===== config.mk =====
export PLATFORM = sky130hd
export DESIGN_NAME = aig_gen
export DESIGN_NICKNAME = d
export VERILOG_FILES = /design/src/design/aig_pkg.sv /design/src/design/aig_stream_if.sv /design/src/design/aig_fifo.sv /design/src/design/aig_gen.sv
export SDC_FILE = /design/constraint.sdc
export NUM_CORES = 2
export LEC_CHECK = 0
export ABC_CLOCK_PERIOD_IN_PS = 28000
export BUFFER_PORTS_ARGS = -buffer_cell sky130_fd_sc_hd__buf_4
export CAP_MARGIN = 20
export CORE_UTILIZATION = 30
export DETAILED_ROUTE_END_ITERATION = 10
export GPL_ROUTABILITY_DRIVEN = 0
export PLACE_DENSITY_LB_ADDON = 0.1
export REMOVE_ABC_BUFFERS = 1
export SLEW_MARGIN = 10
export SYNTH_ARGS = -nofsm -noshare
export SYNTH_HDL_FRONTEND = slang
export SYNTH_HIERARCHICAL = 1
export SYNTH_SLANG_ARGS = --single-unit

===== constraint.sdc =====
create_clock -name clk_sys -period 28 [get_ports clk_sys]
set_input_delay 2.8 -clock clk_sys [delete_from_list [all_inputs] [get_ports clk_sys]]
set_output_delay 2.8 -clock clk_sys [all_outputs]
set_load 0.05 [all_outputs]

===== src/design/aig_pkg.sv =====
// Constants, signature table and symbol arithmetic for the acquisition indicator generator
package aig_pkg;

  // ==========================================================================
  // Frame geometry, counted in chips (one chip per rising clk_sys edge)
  localparam int NUM_SIG = 16;
  localparam int SYM_PER_PART = 32;
  localparam int SLOTS_PER_TRAIN = 15;
  localparam int CHIPS_PER_SYM = 128;
  localparam int PART_CHIPS = 4096;
  localparam int GAP_CHIPS = 1024;
  localparam int FIFO_DEPTH = 32;
  localparam int CODE_W = 8;

  localparam int IND_W = 2 * NUM_SIG;
  localparam int SYM_W = 6;
  localparam int IDX_W = 5;
  localparam int SLOT_W = 4;
  localparam int CNT_W = 11;
  localparam int MON_W = 13;

  localparam logic [IDX_W-1:0] LAST_SYM = 5'h1F;
  localparam logic [SLOT_W-1:0] LAST_SLOT = 4'hE;

  // ==========================================================================
  // Indicator coding, two bits per signature; 2'b10 is read as zero
  localparam logic [1:0] IND_POS = 2'h1;
  localparam logic [1:0] IND_NEG = 2'h3;

  // ==========================================================================
  // Signature sequences: bit j set means element j is -1
  localparam logic [31:0] SIG_TABLE [NUM_SIG] = '{
    32'h00000000, 32'hCCCCCCCC, 32'hF0F0F0F0, 32'h3C3C3C3C,
    32'hFF00FF00, 32'h33CC33CC, 32'h0FF00FF0, 32'hC33CC33C,
    32'hFFFF0000, 32'h3333CCCC, 32'h0F0FF0F0, 32'hC3C33C3C,
    32'h00FFFF00, 32'hCC3333CC, 32'hF00F0FF0, 32'h3CC3C33C
  };

  typedef enum logic [1:0] {
    AIG_IDLE = 2'b00,
    AIG_PART = 2'b01,
    AIG_GAP = 2'b11
  } aig_state_e;

  // ==========================================================================
  // Weighted sum of all signatures at symbol j; ant2 selects the diversity branch,
  // where each pair (b0,b1) of every sequence becomes (-b1,b0) before combining
  function automatic logic signed [SYM_W-1:0] aig_sym_sum(input logic [IND_W-1:0] ind,
                                                         input logic [IDX_W-1:0] j,
                                                         input logic ant2);
    logic signed [SYM_W-1:0] acc;
    logic [IDX_W-1:0] k;
    logic neg;
    logic [1:0] w;
    acc = '0;
    k = ant2 ? (j ^ 5'h01) : j;
    for (int s = 0; s < NUM_SIG; s++) begin
      w = ind[2*s +: 2];
      neg = SIG_TABLE[s][k] ^ (ant2 & ~j[0]);
      if (w == IND_POS) begin
        acc = neg ? acc - 6'sh01 : acc + 6'sh01;
      end else if (w == IND_NEG) begin
        acc = neg ? acc + 6'sh01 : acc - 6'sh01;
      end
    end
    return acc;
  endfunction : aig_sym_sum

endpackage : aig_pkg


===== src/design/aig_stream_if.sv =====
// Valid/ready word carrier between the generator and its indicator FIFO
interface aig_stream_if #(parameter int W = 32);
  logic [W-1:0] data;
  logic valid;
  logic ready;
  modport src (output data, output valid, input ready);
  modport snk (input data, input valid, output ready);
endinterface : aig_stream_if


===== src/design/aig_fifo.sv =====
// Indicator-set FIFO with registered full/empty flags
module aig_fifo #(
  parameter int W = 32,
  parameter int DEPTH = 32
) (
  input wire logic clk_sys,
  input wire logic rst_n,
  aig_stream_if.snk wr,
  aig_stream_if.src rd
);
  localparam int AW = $clog2(DEPTH);
  localparam logic [AW:0] FULL_CNT = (AW + 1)'(DEPTH);

  typedef struct packed {
    logic [AW-1:0] wptr;
    logic [AW-1:0] rptr;
    logic [AW:0] count;
    logic wr_ready;
    logic rd_valid;
  } aig_fifo_s;

  aig_fifo_s s;
  aig_fifo_s next_s;
  logic [W-1:0] mem [DEPTH];
  logic push;
  logic pop;

  // ==========================================================================
  // Flags come from registers so the source sees ready straight off a flop
  assign push = wr.valid & s.wr_ready;
  assign pop = rd.ready & s.rd_valid;
  assign wr.ready = s.wr_ready;
  assign rd.valid = s.rd_valid;
  assign rd.data = mem[s.rptr];

  always_comb begin
    next_s = s;
    if (push) begin
      next_s.wptr = s.wptr + 1'b1;
    end
    if (pop) begin
      next_s.rptr = s.rptr + 1'b1;
    end
    next_s.count = s.count + (AW + 1)'(push) - (AW + 1)'(pop);
    next_s.wr_ready = next_s.count != FULL_CNT;
    next_s.rd_valid = next_s.count != '0;
  end

  always_ff @(posedge clk_sys or negedge rst_n) begin
    if (!rst_n) begin
      s <= '{wptr: '0, rptr: '0, count: '0, wr_ready: 1'b1, rd_valid: 1'b0};
    end else begin
      s <= next_s;
    end
  end

  // Storage is kept outside the state word; it needs no reset
  always_ff @(posedge clk_sys) begin
    if (push) begin
      mem[s.wptr] <= wr.data;
    end
  end

  // ==========================================================================
  fifo_no_overfill_a: assert property (@(posedge clk_sys) disable iff (!rst_n)
    (s.count == FULL_CNT) |-> !wr.ready)
    else $error("fifo accepts while full");
  fifo_no_underrun_a: assert property (@(posedge clk_sys) disable iff (!rst_n)
    (s.count == '0) |-> !rd.valid)
    else $error("fifo offers data while empty");

endmodule : aig_fifo


===== src/design/aig_gen.sv =====
// Acquisition indicator symbol generator: slot timing, signature combining, diversity
// Function
// - Output is a repeating train of 15 access slots of 40 bit intervals.
// - Each slot carries 32 real symbols, then 1024 silent chips.
// - Each signature indicator is +1, -1 or 0, supplied by access control.
// - Symbol j is the indicator-weighted sum of element j over sixteen signatures.
// - Fixed sixteen-row table of 32 elements; row 0 all +1, row 8 halves.
// - Diversity enabled: encode each signature sequence separately, then combine.
// - Preamble mode burst: 4096 chips of indicators, then 1024 chips silent.
// - Preamble mode uses the same weighted sum with ternary preamble indicators.
// - Preamble mode with diversity encodes each sequence before combining.
// - Preamble channel may share or not share the channelisation code.
module aig_gen
  import aig_pkg::*;
#(
  parameter int CHIPS_SYM = CHIPS_PER_SYM,
  parameter int CHIPS_GAP = GAP_CHIPS,
  parameter int CODE_BITS = CODE_W
) (
  input wire logic clk_sys,
  input wire logic rst_n,
  input wire logic gen_enable,
  input wire logic preamble_mode,
  input wire logic space_time_diversity_encoding_enable,
  input wire logic code_shared,
  input wire logic [CODE_BITS-1:0] code_acq,
  input wire logic [CODE_BITS-1:0] code_preamble,
  input wire logic [IND_W-1:0] ind_data,
  input wire logic ind_valid,
  output logic ind_ready,
  output logic tx_on,
  output logic sym_strobe,
  output logic signed [SYM_W-1:0] sym_ant1,
  output logic signed [SYM_W-1:0] sym_ant2,
  output logic [IDX_W-1:0] sym_index,
  output logic [SLOT_W-1:0] slot_index,
  output logic slot_start,
  output logic ind_missed,
  output logic [CODE_BITS-1:0] chan_code
);
  localparam logic [CNT_W-1:0] SYM_END = CNT_W'(CHIPS_SYM - 1);
  localparam logic [CNT_W-1:0] GAP_END = CNT_W'(CHIPS_GAP - 1);
  localparam int A_SYM = CHIPS_SYM;

  typedef struct packed {
    aig_state_e st;
    logic [CNT_W-1:0] cnt;
    logic [IDX_W-1:0] idx;
    logic [SLOT_W-1:0] slot;
    logic [IND_W-1:0] ind;
    logic space_time_diversity_encoding;
    logic tx_on;
    logic strobe;
    logic slot_start;
    logic missed;
    logic signed [SYM_W-1:0] ant1;
    logic signed [SYM_W-1:0] ant2;
    logic [CODE_BITS-1:0] code;
  } aig_gen_s;

  aig_gen_s s;
  aig_gen_s next_s;
  logic pop;

  aig_stream_if #(.W(IND_W)) in_if ();
  aig_stream_if #(.W(IND_W)) out_if ();

  // ==========================================================================
  // Indicator sets queue up here; one set is drawn per access slot, so a source
  // running ahead of the air interface is held off by ind_ready
  assign in_if.data = ind_data;
  assign in_if.valid = ind_valid;
  assign ind_ready = in_if.ready;
  assign out_if.ready = pop;

  aig_fifo #(.W(IND_W), .DEPTH(FIFO_DEPTH)) u_fifo (
    .clk_sys(clk_sys),
    .rst_n(rst_n),
    .wr(in_if.snk),
    .rd(out_if.src)
  );

  // ==========================================================================
  // Slot sequencing and symbol combining
  always_comb begin
    next_s = s;
    next_s.strobe = 1'b0;
    next_s.slot_start = 1'b0;
    pop = 1'b0;
    case (s.st)
      AIG_IDLE: begin
        next_s.tx_on = 1'b0;
        next_s.ant1 = '0;
        next_s.ant2 = '0;
        next_s.slot = '0;
      end
      AIG_PART: begin
        next_s.cnt = s.cnt + 1'b1;
        if (s.cnt == SYM_END) begin
          next_s.cnt = '0;
          if (s.idx == LAST_SYM) begin
            next_s.st = AIG_GAP;
            next_s.tx_on = 1'b0;
            next_s.ant1 = '0;
            next_s.ant2 = '0;
          end else begin
            next_s.idx = s.idx + 1'b1;
            next_s.strobe = 1'b1;
            next_s.ant1 = aig_sym_sum(s.ind, next_s.idx, 1'b0);
            next_s.ant2 = s.space_time_diversity_encoding ? aig_sym_sum(s.ind, next_s.idx, 1'b1) : '0;
          end
        end
      end
      AIG_GAP: begin
        next_s.cnt = s.cnt + 1'b1;
        if (s.cnt == GAP_END) begin
          next_s.cnt = '0;
          next_s.st = AIG_IDLE;
          next_s.slot = (s.slot == LAST_SLOT) ? '0 : s.slot + 1'b1;
        end
      end
      default: begin
        next_s.st = AIG_IDLE;
      end
    endcase
    // A slot starts from idle, or straight after a gap so the train stays unbroken
    if (next_s.st == AIG_IDLE && gen_enable) begin
      pop = out_if.valid;
      next_s.st = AIG_PART;
      next_s.cnt = '0;
      next_s.idx = '0;
      // With no set queued the slot goes out with all indicators zero
      next_s.ind = out_if.valid ? out_if.data : '0;
      next_s.missed = ~out_if.valid;
      next_s.space_time_diversity_encoding = space_time_diversity_encoding_enable;
      next_s.code = (preamble_mode && !code_shared) ? code_preamble : code_acq;
      next_s.tx_on = 1'b1;
      next_s.strobe = 1'b1;
      next_s.slot_start = 1'b1;
      next_s.ant1 = aig_sym_sum(next_s.ind, '0, 1'b0);
      next_s.ant2 = space_time_diversity_encoding_enable ? aig_sym_sum(next_s.ind, '0, 1'b1) : '0;
    end
  end

  always_ff @(posedge clk_sys or negedge rst_n) begin
    if (!rst_n) begin
      s <= '{st: AIG_IDLE, default: '0};
    end else begin
      s <= next_s;
    end
  end

  assign tx_on = s.tx_on;
  assign sym_strobe = s.strobe;
  assign sym_ant1 = s.ant1;
  assign sym_ant2 = s.ant2;
  assign sym_index = s.idx;
  assign slot_index = s.slot;
  assign slot_start = s.slot_start;
  assign ind_missed = s.missed;
  assign chan_code = s.code;

  // ==========================================================================
  // Helper counters read only by the checks below
  logic [MON_W-1:0] on_cnt;
  logic [MON_W-1:0] low_cnt;
  logic seen_part;

  always_ff @(posedge clk_sys or negedge rst_n) begin
    if (!rst_n) begin
      on_cnt <= '0;
      low_cnt <= '0;
      seen_part <= 1'b0;
    end else begin
      on_cnt <= s.tx_on ? on_cnt + 1'b1 : '0;
      low_cnt <= s.tx_on ? '0 : low_cnt + 1'b1;
      if (s.tx_on) begin
        seen_part <= 1'b1;
      end else if (s.st == AIG_IDLE) begin
        seen_part <= 1'b0;
      end
    end
  end

  // Second model of the combiner for the checks: it builds every sequence from
  // signature and pair parity, so a bad table entry cannot hide behind itself
  function automatic logic signed [SYM_W-1:0] ref_sum(input logic [IND_W-1:0] ind,
                                                      input logic [IDX_W-1:0] j,
                                                      input logic ant2);
    logic signed [SYM_W-1:0] acc;
    logic [IDX_W-2:0] sig;
    logic neg;
    acc = '0;
    for (int n = 0; n < NUM_SIG; n++) begin
      sig = (IDX_W - 1)'(n);
      neg = (^(sig & j[IDX_W-1:1])) ^ (ant2 & ~j[0]);
      if (ind[2*n +: 2] == IND_POS) begin
        acc = neg ? acc - 6'sh01 : acc + 6'sh01;
      end else if (ind[2*n +: 2] == IND_NEG) begin
        acc = neg ? acc + 6'sh01 : acc - 6'sh01;
      end
    end
    return acc;
  endfunction : ref_sum

  // ==========================================================================
  gap_silent_a: assert property (@(posedge clk_sys) disable iff (!rst_n)
    !tx_on |-> (sym_ant1 == '0 && sym_ant2 == '0))
    else $error("nonzero output outside indicator part");
  part_length_a: assert property (@(posedge clk_sys) disable iff (!rst_n)
    $fell(tx_on) |-> ($past(on_cnt) == MON_W'(SYM_PER_PART * CHIPS_SYM - 1)))
    else $error("indicator part length wrong");
  gap_length_a: assert property (@(posedge clk_sys) disable iff (!rst_n)
    ($rose(tx_on) && seen_part) |-> ($past(low_cnt) == MON_W'(CHIPS_GAP - 1)))
    else $error("gap length wrong");
  symbol_spacing_a: assert property (@(posedge clk_sys) disable iff (!rst_n)
    (sym_strobe && sym_index != LAST_SYM) |-> ##A_SYM (sym_strobe && sym_index == $past(sym_index, A_SYM) + 1'b1))
    else $error("symbol spacing wrong");
  last_symbol_end_a: assert property (@(posedge clk_sys) disable iff (!rst_n)
    (sym_strobe && sym_index == LAST_SYM) |-> tx_on ##A_SYM !tx_on)
    else $error("part did not end after last symbol");
  slot_train_a: assert property (@(posedge clk_sys) disable iff (!rst_n)
    (slot_start && seen_part) |-> (slot_index == (($past(slot_index) == LAST_SLOT) ? '0 : $past(slot_index) + 1'b1)))
    else $error("access slot numbering wrong");
  combine_sum_a: assert property (@(posedge clk_sys) disable iff (!rst_n)
    sym_strobe |-> (sym_ant1 == ref_sum(s.ind, sym_index, 1'b0)))
    else $error("symbol is not the weighted signature sum");
  diversity_sum_a: assert property (@(posedge clk_sys) disable iff (!rst_n)
    sym_strobe |-> (sym_ant2 == (s.space_time_diversity_encoding ? ref_sum(s.ind, sym_index, 1'b1) : 6'sh00)))
    else $error("diversity branch wrong");
  code_select_a: assert property (@(posedge clk_sys) disable iff (!rst_n)
    slot_start |-> (chan_code == (($past(preamble_mode) && !$past(code_shared)) ?
                                  $past(code_preamble) : $past(code_acq))))
    else $error("channelisation code choice wrong");
  empty_slot_zero_a: assert property (@(posedge clk_sys) disable iff (!rst_n)
    (slot_start && ind_missed) |-> (sym_ant1 == '0 && sym_ant2 == '0))
    else $error("slot without indicators is not silent");
  strobe_in_part_a: assert property (@(posedge clk_sys) disable iff (!rst_n)
    sym_strobe |-> tx_on)
    else $error("symbol strobe outside indicator part");

endmodule : aig_gen


# Word level (Yosys, flattened, before mapping)
# Memory sizes are Yosys's and may differ from the RTL's.
# Index checks and enable logic that the tools add are counted.
# totals
regBits,97
ram_bits,1024
romBits,1024
in_bits,55
out_inout_bits,34
word_cells,661
mem_count,33
# op_classes
n_addsub,127
n_lt_le_gt_ge,2
eq_ne,75
muxes,371
bitwise,20
reduce_logical,15
# memory_table
memory,depth,width,rd,rd_clocked_by_memory_dff,wr,line_no,rtl
u_fifo.mem,32,32,1,0,1,aig_fifo.sv:24,logic [W-1:0] mem [DEPTH];
(name not given),32,1,1,0,0,aig_pkg.sv:59,neg = SIG_TABLE[s][k] ^ (ant2 & ~j[0]);
(name not given),32,1,1,0,0,aig_pkg.sv:59,
(name not given),32,1,1,0,0,aig_pkg.sv:59,
(name not given),32,1,1,0,0,aig_pkg.sv:59,
(name not given),32,1,1,0,0,aig_pkg.sv:59,
+27 memories,n/a,n/a,n/a,n/a,n/a,n/a,
# ops
operator,count
$mux W6,313
$add A6 B2 Y6 const B,60
$sub A6 B2 Y6 const B,60
$eq A2 B1 Y1 const B,33
$eq A2 B2 Y1 const B,33
$mux W1,39
$mux W18,2
$mux W32,1
$mux W12,2
$mux W24,1
$pmux W12 S2,1
$pmux W11 S2,1
$xor A1 B1 Y1,16
$add A5 B1 Y5 const B,3
$mux W13,1
$lt A5 B6 Y1 const B,2
$add A11 B1 Y11 const B,1
$eq A11 B10 Y1 const B,1
$eq A11 B7 Y1 const B,1
$mux W5,2
$mux W4,2
$mux W8,1
$pmux W4 S2,1
$add A6 B1 Y6,1
21 further kinds,32

# Longest topological paths before layout
# depth
depth_word,118
depth_mapped,86
depth_no_buf,80

# Cells and area by module
# The synthesis kept the hierarchy.
# by_module_without_submodules
mod,instances,cells_each,area_each_um2,seq_area_each_um2
aig_fifo,1,1801,39738.1,31201.2
aig_gen,1,2287,17052.6,1976.9

# Least setup slack after synthesis
# No wires, ideal clock.
# synth_path
kind,reg-to-reg
startpoint,reg u_fifo/s[8] (netlist name)
endpoint,"reg s, in the netlist sym_ant1[5]"
setup_time_ns,0.126
arrival_time_ns,13.110
t_required_ns,27.874
setup_slack_ns,14.764
stages_incl_launch_ff,80
path_buffers,3
period_less_slack_ns,13.236
path_cell_list,dfrtp_1 > buf_6 > buf_2 > mux4_2 > a22o_1 > a211oi_1 > a21oi_1 > buf_6 > nor3b_2 > o21ai_1 > a21oi_1 > ha_1 > nor2b_1 > nor3_1 > a311oi_2 > ha_1 > xnor2_1 > nor2_1 > (+44 left out) > mux2i_1 > nor2_1 > a21oi_1 > inv_1 > ha_1 > nand2_1 > o21ai_0 > mux2i_1 > ha_1 > o21ai_0 > nand2_1 > o21ai_0 > inv_1 > or4_1 > nor3_1 > a41oi_1 > xnor2_1 > a221o_1
# synth_rtl
element,line_no,rtl
"start, declared",aig_fifo.sv:22,aig_fifo_s s;
"start signal, assigned",aig_fifo.sv:51,"s <= '{wptr: '0, rptr: '0, count: '0, wr_ready: 1'b1, rd_valid: 1'b0};"
"start signal, assigned",aig_fifo.sv:53,s <= next_s;
$mem_v2 Z32 W32 *,n/a,
via out_if.data[2],aig_stream_if.sv:3,logic [W-1:0] data;
$mux W32 *,aig_gen.sv:133,next_s.ind = out_if.valid ? out_if.data : '0;
$eq A2 B2 Y1,aig_pkg.sv:62,end else if (w == IND_NEG) begin
$mux W6,aig_pkg.sv:62,
$mux W6 *,aig_pkg.sv:60,if (w == IND_POS) begin
$mux W6 *,aig_gen.sv:127,if (next_s.st == AIG_IDLE && gen_enable) begin
$sub A6 B2 Y6,aig_pkg.sv:63,acc = neg ? acc + 6'sh01 : acc - 6'sh01;
(+47 left out),n/a,
$sub A6 B2 Y6,aig_pkg.sv:63,
$mux W6,aig_pkg.sv:62,
$mux W6 *,aig_pkg.sv:60,
$mux W6 *,aig_gen.sv:127,
$sub A6 B2 Y6,aig_pkg.sv:63,
$mux W6,aig_pkg.sv:62,
$mux W6 *,aig_pkg.sv:60,
$mux W24 *,aig_gen.sv:127,
"end signal, assigned",aig_gen.sv:149,s <= next_s;
"end, declared",aig_gen.sv:61,aig_gen_s s;
# The timed path passes the listed nets; every way through them passes the cells marked *. The select of a mux whose other input is x is not followed.
# A chain may end at the register's enable or synchronous reset.

# Final worst setup path
# layout_path
startpoint,reg u_fifo/s[9] (netlist name)
endpoint,"reg s, in the netlist sym_ant1[5]"
# layout_via
elab_chain_len,66
# layout_rtl
element,line_no
$mem_v2 Z32 W32 *,n/a
via out_if.data[0],aig_stream_if.sv:3
$mux W32 *,aig_gen.sv:133
$eq A2 B2 Y1,aig_pkg.sv:62
$mux W6,aig_pkg.sv:62
$mux W6 *,aig_pkg.sv:60
$mux W6 *,aig_gen.sv:127
$sub A6 B2 Y6,aig_pkg.sv:63
(+51 left out),n/a
$sub A6 B2 Y6,aig_pkg.sv:63
$mux W6,aig_pkg.sv:62
$mux W6 *,aig_pkg.sv:60
$mux W6 *,aig_gen.sv:127
$sub A6 B2 Y6,aig_pkg.sv:63
$mux W6,aig_pkg.sv:62
$mux W6 *,aig_pkg.sv:60
$mux W24 *,aig_gen.sv:127
# Marked as above.

==> impl_metrics.prom <==
# TYPE chip_impl_metric gauge
chip_impl_metric{name="placement_rows",unit=""} 159
chip_impl_info{name="clock_tree_from_tritoncts",value="yes"} 1
chip_impl_metric{name="fin_worst_skew",unit="ns"} 0.0296
chip_impl_metric{name="synth-edff-count",unit=""} 1024
chip_impl_metric{name="portBuffers",unit=""} 88
chip_impl_metric{name="cell_internal_pwr",unit="mW"} 3.77
chip_impl_metric{name="layout.nets",unit=""} 4366
chip_impl_metric{name="initial_core_utilization",unit=""} 0.302
chip_impl_info{name="final_cell_mix",value="1024 x edfxtp_1, 297 x nand2_1, 202 x xnor2_1, 198 x mux2i_1, 194 x mux4_2"} 1
chip_impl_metric{name="wire_length_of_the_first_global_routing_pass",unit="um"} 241000
chip_impl_metric{name="power_per_cell_area",unit="nW/um2"} 91.7
chip_impl_metric{name="ant_nets",unit=""} 0
chip_impl_metric{name="grt_util_all_layers",unit=""} 0.169
chip_impl_metric{name="antenna_found_initial",unit=""} 9
chip_impl_metric{name="vias_per_cell",unit=""} 5.07
chip_impl_metric{name="netSwitchingFraction",unit=""} 0.363
chip_impl_metric{name="synth_top_area_frac",unit=""} 0.541
chip_impl_metric{name="synth_seq_cells",unit=""} 1121
chip_impl_info{name="ys_dominant_reg_cell",value="edfxtp_1"} 1
chip_impl_metric{name="period_needed",unit="ns"} 16.28
chip_impl_metric{name="coreArea",unit="um2"} 188000
chip_impl_metric{name="clock-sinks",unit=""} 1121
chip_impl_metric{name="first_global_vias",unit=""} 35000
chip_impl_info{name="layout.cells.most_common",value="edfxtp_1"} 1
chip_impl_metric{name="fillers",unit=""} 18200
chip_impl_metric{name="htree_num_levels",unit=""} 4
chip_impl_metric{name="ys_async_sr_fraction",unit=""} 0.0865
chip_impl_metric{name="timing.reg2reg.setup_slack",unit="ns"} 11.72
chip_impl_metric{name="ctsResizeCount",unit=""} 0
chip_impl_metric{name="dpl-instance-area",unit="um2"} 60200
chip_impl_metric{name="num_vias",unit=""} 34200
chip_impl_metric{name="detailedPlace.worstSlack",unit="ns"} 11.62
chip_impl_metric{name="cts.hold.buffers_added",unit=""} 0
chip_impl_metric{name="worstPathMaxFanout",unit=""} 33
chip_impl_metric{name="worst_pin_slew",unit="ns"} 1.11
chip_impl_info{name="worst_setup_path_end_kind",value="register"} 1
chip_impl_metric{name="timing.reg2reg.worst_path_depth",unit=""} 77
chip_impl_metric{name="num_io_pins",unit=""} 89
chip_impl_metric{name="cp.arrival",unit="ns"} 16.92
chip_impl_info{name="status",value="finished with violations"} 1
chip_impl_metric{name="drt-total-wl",unit="um"} 163000
chip_impl_info{name="startpoint_types",value="register"} 1
chip_impl_metric{name="finalSetupTns",unit="ns"} 0
chip_impl_metric{name="fmax",unit="GHz"} 0.0614
chip_impl_metric{name="crit_path_max_incr_delay",unit="ns"} 0.78
chip_impl_info{name="crit_reg_reg_startpoint",value="u_fifo/s[9]"} 1
chip_impl_info{name="rsz_0062_raised_after_global_routing",value="false"} 1
chip_impl_metric{name="final_area",unit="um2"} 64600
chip_impl_metric{name="drt_pass1_iterations",unit=""} 8
chip_impl_metric{name="total_cts_buffers",unit=""} 137
chip_impl_metric{name="timing.final.crit_share",unit=""} 0.582
chip_impl_metric{name="netlist_area",unit="um2"} 56800
chip_impl_info{name="hold_path_class",value="reg -> reg"} 1
chip_impl_metric{name="final_critical_path_setup_slack",unit="ns"} 11.72
chip_impl_metric{name="vert_die_dim",unit="um"} 437
chip_impl_metric{name="cts.reportedPaths.clkPinSlew",unit="ns"} 0.06
chip_impl_metric{name="layout_cells_sized_above_1",unit=""} 0.165
chip_impl_metric{name="static-leakage-power",unit="nW"} 21.2
chip_impl_metric{name="post_synth.cell_area_avg",unit="um2"} 13.9
chip_impl_metric{name="floorplan.die_area",unit="um2"} 191000
chip_impl_metric{name="dpl.hpwl",unit="um"} 99100
chip_impl_metric{name="clock_power_share",unit=""} 0.291
chip_impl_metric{name="die-width",unit="um"} 437
chip_impl_info{name="synthDominantAreaCellType",value="edfxtp_1"} 1
chip_impl_info{name="timing.rr.end",value="sym_ant1[5]"} 1
chip_impl_info{name="critical_path.most_common_cell",value="ha_1"} 1
chip_impl_metric{name="worst-endpoint-required",unit="ns"} 28.63
chip_impl_info{name="critical_path.startpoint",value="u_fifo/s[9]"} 1
chip_impl_metric{name="seq_power_share",unit=""} 0.331
chip_impl_metric{name="routed_wire_length_per_instance",unit="um"} 24.1
chip_impl_metric{name="yosysSeqAreaShare",unit=""} 0.584
chip_impl_info{name="critical_path.slowest_cell",value="dfrtp_4"} 1
chip_impl_metric{name="relSlewSlack",unit=""} 0.256
chip_impl_metric{name="timing.final.hold_violations",unit=""} 0
chip_impl_metric{name="dr.first_iter.drc_count",unit=""} 2294
chip_impl_metric{name="synth_cell_type_count",unit=""} 111
chip_impl_metric{name="max_cap_viol_count",unit=""} 0
chip_impl_metric{name="worstSkewPairLatency",unit="ns"} 0.77
chip_impl_metric{name="drc_errors",unit=""} 40
chip_impl_metric{name="net_switching_power",unit="mW"} 2.15
chip_impl_info{name="crit_type",value="reg -> reg"} 1
chip_impl_metric{name="clk_path_buf_depth",unit=""} 3
chip_impl_metric{name="synthesis.instances",unit=""} 4088
chip_impl_info{name="ctsRootBufferMaster",value="clkbuf_16"} 1
chip_impl_metric{name="largest_net_degree_at_the_start_of_global_routing",unit=""} 98
chip_impl_metric{name="timing.final.max_slew_violations",unit=""} 0
chip_impl_metric{name="combinationalPowerShare",unit=""} 0.377
chip_impl_metric{name="grt_overflow_total",unit=""} 0
chip_impl_metric{name="report.final.setup_viol",unit=""} 0
chip_impl_metric{name="peak_ir_drop_on_the_vdd_network",unit="V"} 0.0000823
chip_impl_info{name="ys_top_cells_by_area",value="edfxtp_1 54%, mux4_2 7.7%, dfrtp_1 4.2%, mux2i_1 3.5%, ha_1 3.3%"} 1
chip_impl_metric{name="post-cts-setup-buffer-count",unit=""} 0
chip_impl_metric{name="synthesis.yosys.warnings",unit=""} 6
chip_impl_metric{name="area_delta_synth_final",unit="%"} 13.7
chip_impl_info{name="critical_path.endpoint",value="sym_ant1[5]"} 1
chip_impl_info{name="violations_in_the_final_reports",value="design-rule violations"} 1
sequential cells by signal, summed over array words and instances (netlist names), 4 cells and up:
signal	count
chan_code	8
s	46
slot_index	4
sym_ant1	6
sym_ant2	6
sym_index	5
u_fifo/mem	1024
u_fifo/s	16
cells in the mapped netlist (all sizes together), types with 69 or more instances:
master  instances
a211oi         78
a21oi         176
buf           116
clkbuf        118
dfrtp          96
edfxtp       1024
ha            151
inv           144
mux2i         200
mux4          194
nand2         299
nand3          84
nor2          207
nor3           69
o21ai         121
xnor2         227
xor2          117
routing by layer:
metal  track usage  up-vias  part of all wire
met5             0        -           0.00019
li1              -    15800                 -
met1         0.226    17700              0.45
met2         0.289      535              0.49
met4        0.0414        4             0.019
met3        0.0230      174             0.032
how the worst min path moves through the flow:
stage / from / endpoint / slack (ns) / cells after the start
finish: ind_missed / ind_missed / 0.48 / 2
global route: sym_ant2[0] / sym_ant2[0] / 0.50 / 2
CTS: chan_code[0] / chan_code[0] / 0.49 / 2
detailed placement: chan_code[0] / chan_code[0] / 0.47 / 2
global placement: chan_code[1] / chan_code[1] / 0.47 / 2
floorplan: s[46] / s[46] / 0.46 / 2
power by group through the flow:
stage                     combinational (mW)  clock [mW]  sequential [mW]
after global routing                    2.54        1.83             1.97
after floorplan                         1.73           0             1.99
after detailed placement                2.28           0             2.00
after global placement                  2.26           0             2.00
final                                   2.23        1.72             1.96
after CTS                               2.28        1.78             1.96
critical path: cells and delay by family, from the launching register on:
| kind | cells | cell delay (ns) |
|---|---|---|
| AND/OR/NAND/NOR | 17 | 2.55 |
| multiplexers | 8 | 1.44 |
| buffers and inverters | 12 | 1.41 |
| XOR/XNOR | 2 | 0.30 |
| flip-flops | 1 | 0.78 |
| adder cells (fa/ha/maj) | 13 | 3.81 |
| AO/OA/AOI/OAI | 25 | 5.80 |
kinds of logic (layout without fill, tap and decap cells):
| group | Yosys count | count (layout) | share of synthesized area |
|---|---|---|---|
| compound gates | 683 | 683 | 0.0821 |
| xor+xnor | 363 | 363 | 0.0666 |
| fa+ha+maj | 153 | 153 | 0.0338 |
| buf+inv | 384 | 556 | 0.0319 |
| flops | 1121 | 1121 | 0.584 |
| mux | 409 | 409 | 0.115 |
| other cells | 0 | 2 | 0 |
| simple gates | 975 | 975 | 0.0859 |
through the flow:
stage           util  power (mW)  cells  hold WS, ns
2_1_floorplan      -        3.72   3854        0.458
3_3_place_gp   0.320        4.26   6515        0.466
3_5_place_dp   0.320        4.27   6515        0.474
4_1_cts        0.343        6.02   6755        0.487
5_1_grt        0.343        6.35   6756        0.504
6_report       0.343        5.92   6757        0.483
area by class of cell:
type | instances | area (um2) | area share
Clock inverter | 60 | 577 | 0.00893
Antenna cell | 2 | 5.00 | 0.0000775
Timing Repair Buffer | 166 | 1260 | 0.0195
Inverter | 150 | 563 | 0.00872
Clock buffer | 180 | 3780 | 0.0585
Sequential cell | 1121 | 33200 | 0.514
Multi-Input combinational cell | 2583 | 22100 | 0.342
Tap cell | 2495 | 3120 | 0.0483
No activity file was read; power rests on OpenSTA's default activity.
